File: src/outpin_pkg.sv
package outpin_pkg;
    // Register byte offsets
    localparam logic [7:0] CTRL_OFS   = 8'h00;
    localparam logic [7:0] STATUS_OFS = 8'h04;
    localparam logic [7:0] MASK_OFS   = 8'h08;
    localparam logic [7:0] STATE_OFS  = 8'h0c;
    localparam int         ADDR_BITS  = 8;

    // Control register fields
    localparam int FIELD_LSB   = 0;
    localparam int FIELD_W     = 3;
    localparam int START_BIT   = 3;
    localparam logic [3:0] CTRL_RESET = 4'h0;

    // Status and mask bit positions
    localparam int EV_DONE     = 0;
    localparam int EV_SEL_RISE = 1;
    localparam int EV_START    = 2;
    localparam int EV_W        = 3;
    localparam logic [2:0] MASK_RESET = 3'h0;

    // Output pin control field encodings
    localparam logic [2:0] CTRL_OPEN       = 3'h0;
    localparam logic [2:0] CTRL_DONE_MON   = 3'h1;
    localparam logic [2:0] CTRL_MIRROR_ONE = 3'h2;
    localparam logic [2:0] CTRL_MIRROR_TWO = 3'h3;

    // Bus mode encodings from the serial framing logic
    localparam logic [1:0] MODE_WRITE_ONE = 2'h0;
    localparam logic [1:0] MODE_WRITE_TWO = 2'h1;
    localparam logic [1:0] MODE_READ      = 2'h2;

    // Pin synchroniser: select, clock, port one, port two
    localparam int SYNC_W     = 4;
    localparam int SYNC_SEL   = 0;
    localparam int SYNC_SCLK  = 1;
    localparam int SYNC_PORT1 = 2;
    localparam int SYNC_PORT2 = 3;

    typedef enum logic [1:0] {
        PIN_OPEN   = 2'b00,
        PIN_LOW    = 2'b01,
        PIN_SHIFT  = 2'b11,
        PIN_MIRROR = 2'b10
    } pin_mode_t;
endpackage : outpin_pkg

File: src/serial_out_pin_control.sv
`timescale 1ns/10ps
module serial_out_pin_control (
    input  wire logic        REF_CLK_IN,
    input  wire logic        ARST_N_IN,
    input  wire logic        HSEL_IN,
    input  wire logic [31:0] HADDR_IN,
    input  wire logic [1:0]  HTRANS_IN,
    input  wire logic        HWRITE_IN,
    input  wire logic [2:0]  HSIZE_IN,
    input  wire logic [31:0] HWDATA_IN,
    input  wire logic        HREADY_IN,
    output logic      [31:0] HRDATA_OUT,
    output logic             HREADYOUT_OUT,
    output logic             HRESP_OUT,
    input  wire logic        BUS_SELECT_IN,
    input  wire logic        SERIAL_CLOCK_LINE_IN,
    input  wire logic [1:0]  BUS_MODE_IN,
    input  wire logic        READ_DATA_BIT_IN,
    input  wire logic        COUNT_DONE_IN,
    input  wire logic        BIDIR_PORT_PIN_ONE_IN,
    input  wire logic        BIDIR_PORT_PIN_TWO_IN,
    input  wire logic        PORT_ONE_IS_OUTPUT_IN,
    input  wire logic        PORT_TWO_IS_OUTPUT_IN,
    output logic             SEROUT_OUT,
    output logic             SEROUT_OE_OUT,
    output logic             IRQ_OUT
);

    logic [outpin_pkg::SYNC_W-1:0]  sync1;
    logic [outpin_pkg::SYNC_W-1:0]  sync2;
    logic [outpin_pkg::SYNC_W-1:0]  sync3;
    logic [outpin_pkg::SYNC_W-1:0]  level;
    logic [outpin_pkg::SYNC_W-1:0]  level_q;
    logic [outpin_pkg::SYNC_W-1:0]  next_level;
    logic [outpin_pkg::SYNC_W-1:0]  pins;

    logic [outpin_pkg::FIELD_W-1:0] outpin_ctrl_field;
    logic [outpin_pkg::FIELD_W-1:0] next_outpin_ctrl_field;
    logic                           if_count_start_bit;
    logic                           next_if_count_start_bit;
    logic                           start_q;
    logic                           armed;
    logic                           next_armed;
    logic                           done_low;
    logic                           next_done_low;
    logic                           shift_bit;
    logic                           next_shift_bit;
    outpin_pkg::pin_mode_t          pin_mode;
    outpin_pkg::pin_mode_t          next_pin_mode;
    logic                           oe;
    logic                           next_oe;

    logic [outpin_pkg::EV_W-1:0]    status;
    logic [outpin_pkg::EV_W-1:0]    next_status;
    logic [outpin_pkg::EV_W-1:0]    mask;
    logic [outpin_pkg::EV_W-1:0]    next_mask;
    logic [outpin_pkg::EV_W-1:0]    events;
    logic                           irq;
    logic                           next_irq;

    logic                           dp_write;
    logic                           next_dp_write;
    logic [outpin_pkg::ADDR_BITS-1:0] dp_addr;
    logic [outpin_pkg::ADDR_BITS-1:0] next_dp_addr;
    logic [31:0]                    rdata;
    logic [31:0]                    next_rdata;

    logic                           bus_sel;
    logic                           sel_rise;
    logic                           sclk_fall;
    logic                           start_rise;
    logic                           monitor;
    logic                           addr_phase;
    logic                           mirror_level;
    logic                           mirror_is_out;

    assign pins = {BIDIR_PORT_PIN_TWO_IN, BIDIR_PORT_PIN_ONE_IN,
                   SERIAL_CLOCK_LINE_IN, BUS_SELECT_IN};

    always_comb begin
        next_level             = level;
        next_outpin_ctrl_field = outpin_ctrl_field;
        next_if_count_start_bit = if_count_start_bit;
        next_mask              = mask;
        next_status            = status;
        next_armed             = armed;
        next_done_low          = done_low;
        next_shift_bit         = shift_bit;
        next_pin_mode          = outpin_pkg::PIN_OPEN;
        next_oe                = 1'b0;
        next_dp_write          = 1'b0;
        next_dp_addr           = dp_addr;
        next_rdata             = 32'h0000_0000;
        mirror_level           = 1'b1;
        mirror_is_out          = 1'b1;

        // A pin change counts once stages two and three agree
        for (int i = 0; i < outpin_pkg::SYNC_W; i++) begin
            if (sync2[i] == sync3[i]) begin
                next_level[i] = sync3[i];
            end
        end

        bus_sel    = level[outpin_pkg::SYNC_SEL];
        sel_rise   = bus_sel & ~level_q[outpin_pkg::SYNC_SEL];
        sclk_fall  = ~level[outpin_pkg::SYNC_SCLK] & level_q[outpin_pkg::SYNC_SCLK];
        start_rise = if_count_start_bit & ~start_q;
        monitor    = (outpin_ctrl_field == outpin_pkg::CTRL_DONE_MON);

        // Count completion monitor; a finishing count wins over a clear
        if (start_rise && monitor) begin
            next_armed    = 1'b1;
            next_done_low = 1'b0;
        end
        if (sel_rise) begin
            next_done_low = 1'b0;
        end
        if (COUNT_DONE_IN && armed && monitor) begin
            next_armed    = 1'b0;
            next_done_low = 1'b1;
        end
        if (!monitor) begin
            next_armed    = 1'b0;
            next_done_low = 1'b0;
        end

        // Read data advances on the falling serial clock edge
        if (sel_rise || (bus_sel && sclk_fall)) begin
            next_shift_bit = READ_DATA_BIT_IN;
        end

        if (outpin_ctrl_field == outpin_pkg::CTRL_MIRROR_ONE) begin
            mirror_level  = level[outpin_pkg::SYNC_PORT1];
            mirror_is_out = PORT_ONE_IS_OUTPUT_IN;
        end else if (outpin_ctrl_field == outpin_pkg::CTRL_MIRROR_TWO) begin
            mirror_level  = level[outpin_pkg::SYNC_PORT2];
            mirror_is_out = PORT_TWO_IS_OUTPUT_IN;
        end

        // Bus activity overrides the control field
        if (bus_sel) begin
            if (BUS_MODE_IN == outpin_pkg::MODE_READ) begin
                next_pin_mode = outpin_pkg::PIN_SHIFT;
            end else begin
                next_pin_mode = outpin_pkg::PIN_OPEN;
            end
        end else if (monitor && next_done_low) begin
            next_pin_mode = outpin_pkg::PIN_LOW;
        end else if (!mirror_is_out) begin
            next_pin_mode = outpin_pkg::PIN_MIRROR;
        end else begin
            next_pin_mode = outpin_pkg::PIN_OPEN;
        end

        // Open is the low driver switched off, never a driven high
        unique case (next_pin_mode)
            outpin_pkg::PIN_OPEN:   next_oe = 1'b0;
            outpin_pkg::PIN_LOW:    next_oe = 1'b1;
            outpin_pkg::PIN_SHIFT:  next_oe = ~next_shift_bit;
            outpin_pkg::PIN_MIRROR: next_oe = ~mirror_level;
        endcase

        events                          = '0;
        events[outpin_pkg::EV_DONE]     = COUNT_DONE_IN & armed & monitor;
        events[outpin_pkg::EV_SEL_RISE] = sel_rise;
        events[outpin_pkg::EV_START]    = start_rise;

        // Data phase write; a new event wins over a write-one clear
        if (dp_write) begin
            unique case (dp_addr)
                outpin_pkg::CTRL_OFS: begin
                    next_outpin_ctrl_field =
                        HWDATA_IN[outpin_pkg::FIELD_LSB +: outpin_pkg::FIELD_W];
                    next_if_count_start_bit = HWDATA_IN[outpin_pkg::START_BIT];
                end
                outpin_pkg::STATUS_OFS: next_status = status & ~HWDATA_IN[outpin_pkg::EV_W-1:0];
                outpin_pkg::MASK_OFS:   next_mask = HWDATA_IN[outpin_pkg::EV_W-1:0];
                default: ;
            endcase
        end
        next_status = next_status | events;
        next_irq    = |(next_status & next_mask);

        // Address phase; read data is captured now for the next cycle
        addr_phase = HSEL_IN & HTRANS_IN[1] & HREADY_IN;
        if (addr_phase) begin
            next_dp_write = HWRITE_IN;
            next_dp_addr  = HADDR_IN[outpin_pkg::ADDR_BITS-1:0];
            if (!HWRITE_IN && HADDR_IN[31:outpin_pkg::ADDR_BITS] == '0) begin
                unique case (HADDR_IN[outpin_pkg::ADDR_BITS-1:0])
                    outpin_pkg::CTRL_OFS: begin
                        next_rdata[outpin_pkg::FIELD_LSB +: outpin_pkg::FIELD_W] =
                            outpin_ctrl_field;
                        next_rdata[outpin_pkg::START_BIT] = if_count_start_bit;
                    end
                    outpin_pkg::STATUS_OFS: next_rdata[outpin_pkg::EV_W-1:0] = status;
                    outpin_pkg::MASK_OFS:   next_rdata[outpin_pkg::EV_W-1:0] = mask;
                    outpin_pkg::STATE_OFS: begin
                        next_rdata[1:0] = pin_mode;
                        next_rdata[2]   = oe;
                        next_rdata[3]   = armed;
                        next_rdata[4]   = done_low;
                        next_rdata[5]   = bus_sel;
                    end
                    default: ;
                endcase
            end
            if (HADDR_IN[31:outpin_pkg::ADDR_BITS] != '0) begin
                next_dp_write = 1'b0;
            end
        end
        // Hazard avoided: HSIZE ignored, only word access defined; nonzero addr[1:0] hits no register
        if (HSIZE_IN != 3'h2) begin
            next_dp_write = next_dp_write & 1'b1;
        end
    end

    always_ff @(posedge REF_CLK_IN or negedge ARST_N_IN) begin
        if (!ARST_N_IN) begin
            sync1              <= '0;
            sync2              <= '0;
            sync3              <= '0;
            level              <= '0;
            level_q            <= '0;
            outpin_ctrl_field  <= outpin_pkg::CTRL_RESET[outpin_pkg::FIELD_W-1:0];
            if_count_start_bit <= outpin_pkg::CTRL_RESET[outpin_pkg::START_BIT];
            start_q            <= 1'b0;
            armed              <= 1'b0;
            done_low           <= 1'b0;
            shift_bit          <= 1'b1;
            pin_mode           <= outpin_pkg::PIN_OPEN;
            oe                 <= 1'b0;
            status             <= '0;
            mask               <= outpin_pkg::MASK_RESET;
            irq                <= 1'b0;
            dp_write           <= 1'b0;
            dp_addr            <= '0;
            rdata              <= '0;
        end else begin
            sync1              <= pins;
            sync2              <= sync1;
            sync3              <= sync2;
            level              <= next_level;
            level_q            <= level;
            outpin_ctrl_field  <= next_outpin_ctrl_field;
            if_count_start_bit <= next_if_count_start_bit;
            start_q            <= if_count_start_bit;
            armed              <= next_armed;
            done_low           <= next_done_low;
            shift_bit          <= next_shift_bit;
            pin_mode           <= next_pin_mode;
            oe                 <= next_oe;
            status             <= next_status;
            mask               <= next_mask;
            irq                <= next_irq;
            dp_write           <= next_dp_write;
            dp_addr            <= next_dp_addr;
            rdata              <= next_rdata;
        end
    end

    // Pin output level is constant low; only the enable moves
    always_ff @(posedge REF_CLK_IN or negedge ARST_N_IN) begin
        if (!ARST_N_IN) begin
            SEROUT_OUT    <= 1'b0;
            HREADYOUT_OUT <= 1'b0;
            HRESP_OUT     <= 1'b0;
        end else begin
            SEROUT_OUT    <= 1'b0;
            HREADYOUT_OUT <= 1'b1;
            HRESP_OUT     <= 1'b0;
        end
    end

    assign SEROUT_OE_OUT = oe;
    assign IRQ_OUT       = irq;
    assign HRDATA_OUT    = rdata;

endmodule : serial_out_pin_control

File: config.mk
export PLATFORM = sky130hd
export DESIGN_NAME = serial_out_pin_control
export DESIGN_NICKNAME = d
export VERILOG_FILES = /design/src/outpin_pkg.sv /design/src/serial_out_pin_control.sv
export SDC_FILE = /design/constraint.sdc
export NUM_CORES = 1
export LEC_CHECK = 0
export ABC_AREA = 0
export BUFFER_PORTS_ARGS = -buffer_cell sky130_fd_sc_hd__buf_2
export CORE_ASPECT_RATIO = 1.2
export CORE_MARGIN = 2
export CORE_UTILIZATION = 47
export CTS_CLUSTER_SIZE = 8
export DETAILED_ROUTE_END_ITERATION = 6
export GPL_ROUTABILITY_DRIVEN = 0
export PLACE_DENSITY = 0.8
export SETUP_SLACK_MARGIN = 0.2
export SLEW_MARGIN = 10
export SYNTH_ARGS = -nofsm -noshare
export SYNTH_HDL_FRONTEND = slang
export SYNTH_SLANG_ARGS = --single-unit
File: constraint.sdc
create_clock -name REF_CLK_IN -period 3.63 [get_ports REF_CLK_IN]
set_input_delay 0.726 -clock REF_CLK_IN [delete_from_list [all_inputs] [get_ports REF_CLK_IN]]
set_output_delay 0.726 -clock REF_CLK_IN [all_outputs]
set_load 0.005 [all_outputs]
==> flow_summary.json <==
{
  "wire_per_inst_um": 13.2,
  "antenna_cells": 0,
  "cts_buffers": 5,
  "pin_count": 121,
  "crit_path_start_kind": "register",
  "area_growth_pct": 15.4,
  "grt.overflow.total": 0,
  "place_area_um2": 2560,
  "arrival_ns": 1.95,
  "syn_avg_cell_area_um2": 12.4,
  "skew_ns": 0.0113,
  "status": "finished, final reports clean",
  "holdWs_ns": 0.356,
  "grt_pass1_vias": 1473,
  "crit_fanout": 4,
  "coreArea_um2": 4660,
  "path_clk_slew_ns": 0.09,
  "drtIter0Drc": 125,
  "hold_violations": 0,
  "die-area_um2": 5470,
  "dp_hpwl_um": 3230,
  "async_flop_share": 1.00,
  "antenna_found_initial": 0,
  "hold_class": "register to register",
  "syn-instance-count": 186,
  "numClockSinks": 52,
  "worst_pin_slew_ns": 0.619,
  "p_leak_nw": 1.30,
  "endpoint_kind": "register",
  "synth_edf_count": 0,
  "drv_cap": 0,
  "dp_slack_ns": 1.61,
  "ys.flop_type": "dfrtp_1",
  "setup-violations-final": 0,
  "die_h_um": 80.6,
  "cts_root_buf": "clkbuf_8",
  "vias": 1542,
  "die_w_um": 67.9,
  "ys.warnings.count": 0,
  "clockBufferDepth": 2,
  "portBuffers": 60,
  "crit_path_top_delay_cell": "or4_1",
  "drt-pass1-iter-count": 4,
  "cp.required_ns": 3.83,
  "clk_latency_ns": 0.31,
  "viasPerCell": 4.99,
  "synthesis.area_um2": 2300,
  "track_usage": 0.169,
  "irDropWorstVdd_uv": 245,
  "worst-path-buf-inv": 0,
  "rows": 27,
  "slew_viol_final": 0,
  "drt_wl_total_um": 4090,
  "rsz0062_at_grt": "no",
  "cp_top_family": "simple AND/OR/NAND/NOR gates",
  "cts_hold_buf": 0,
  "num-nets-final": 334,
  "drive_gt1_frac": 0.367,
  "ys_seq_area_frac": 0.566,
  "ant_nets": 0,
  "crit_chain": "or4_1, nor3_4, mux2_2",
  "max-slew-margin-rel": 0.587,
  "ctsResizeCount": 0,
  "ys_types": 38,
  "fin_crit_ns": 1.75,
  "cpPeakStageDelay_ns": 0.61,
  "fmax_ghz": 0.571,
  "ys_ff_latch": 52,
  "grt_max_degree": 53,
  "final_cell_area_um2": 2650,
  "fin_setup_tns_ns": 0,
  "setup_slack_ns": 1.88,
  "grt_pass1_wl_um": 6690,
  "cts_tree": "done",
  "h-tree-depth": 2,
  "crit_type": "register to register",
  "p_per_area_nw_per_um2": 412,
  "period_share": 0.482,
  "drc_errors": 0,
  "post_cts_buffers": 0,
  "start_util": 0.493
}
## cell usage after synthesis, drive strengths merged, types with 4 or more instances
| master | number | area, um2 |
|---|---|---|
| nor3 | 5 | 36.3 |
| nand3 | 4 | 20.0 |
| nand4 | 4 | 25.0 |
| a21oi | 4 | 20.0 |
| nand2b | 4 | 25.0 |
| nand2 | 6 | 22.5 |
| mux2 | 15 | 169 |
| buf | 28 | 210 |
| maj3 | 4 | 40.0 |
| nor2b | 7 | 43.8 |
| inv | 11 | 41.3 |
| nor4 | 9 | 56.3 |
| dfrtp | 51 | 1280 |
## routing by layer
layer,wire [um],part of all wire,global-route usage,vias to the layer above
met1,1580,0.39,0.199,745
li1,-,-,-,722
met2,2130,0.52,0.291,68
met5,0,0,0,-
met3,318,0.078,0.0392,7
met4,70,0.017,0.0720,0
## flip-flops by register name (all words and copies together) (netlist names)
name and cells:
level_q 2, level 4, IRQ_OUT 1, HREADYOUT_OUT 1, status 3, pin_mode 2, armed 1, dp_addr 8
sync3 4, done_low 1, sync1 4, mask 3, shift_bit 1, HRDATA_OUT 6, dp_write 1, SEROUT_OE_OUT 1
start_q 1, if_count_start_bit 1, sync2 4, outpin_ctrl_field 3
## cells by family (layout without fill, tap and decap cells)
group	after synthesis	after routing	synth area share
other cells	2	29	0.00327
compound gates	15	15	0.0473
flops	52	52	0.566
mux	20	20	0.112
simple gates	52	52	0.141
fa+ha+maj	4	4	0.0174
buf+inv	41	79	0.113
## per-stage QoR
stage / power [mW] / util / instances
finish: 1.09 / 0.569 / 309
global route: 1.15 / 0.569 / 309
CTS: 1.11 / 0.569 / 309
detailed placement: 0.768 / 0.548 / 301
global placement: 0.762 / 0.548 / 301
floorplan: 0.731 / - / 213
## cell type report
class                      count  area [um2]
clock buffer                   7        86.3
clock inverter                 1        8.76
fill                         389        2010
inverter                      11        41.3
multi-input combinational    120         840
sequential                    52        1300
tap                           58        72.6
timing repair buffer          60         303
## cell usage in the layout (no fill, tap or decap), drive strengths merged, types with 2 or more instances in the layout
master / instances
nor2b: 7
o31ai: 3
nor3: 5
nor4: 9
clkbuf: 7
mux4: 3
nand2: 6
nand4: 4
dfrtp: 51
a21oi: 4
and3: 3
nand2b: 4
buf: 60
mux2: 15
nand3: 4
conb: 29
mux2i: 2
maj3: 4
nor2: 3
inv: 11
## power breakdown
| part | total, mW | internal (mW) | switching (mW) |
|---|---|---|---|
| logic | 0.108 | 0.0539 | 0.0543 |
| registers | 0.647 | 0.618 | 0.0298 |
| clock network | 0.337 | 0.156 | 0.181 |
## worst paths after layout
check                                       start                                to  slack (ns)  cells after the start
min                            sync1[0]$_DFF_PN0_                sync2[0]$_DFF_PN0_        0.36                      0
max in group asynchronous               ARST_N_IN               status[2]$_DFF_PN0_        2.78                      1
max reg2reg                dp_addr[1]$_DFFE_PN0P_  outpin_ctrl_field[2]$_DFFE_PN0P_        1.88                      3
min in group asynchronous               ARST_N_IN                sync1[3]$_DFF_PN0_        0.43                      1
min reg2reg                    sync1[0]$_DFF_PN0_                sync2[0]$_DFF_PN0_        0.36                      0
max                        dp_addr[1]$_DFFE_PN0P_  outpin_ctrl_field[2]$_DFFE_PN0P_        1.88                      3
Note: power is estimated with default switching activity, not from simulation.
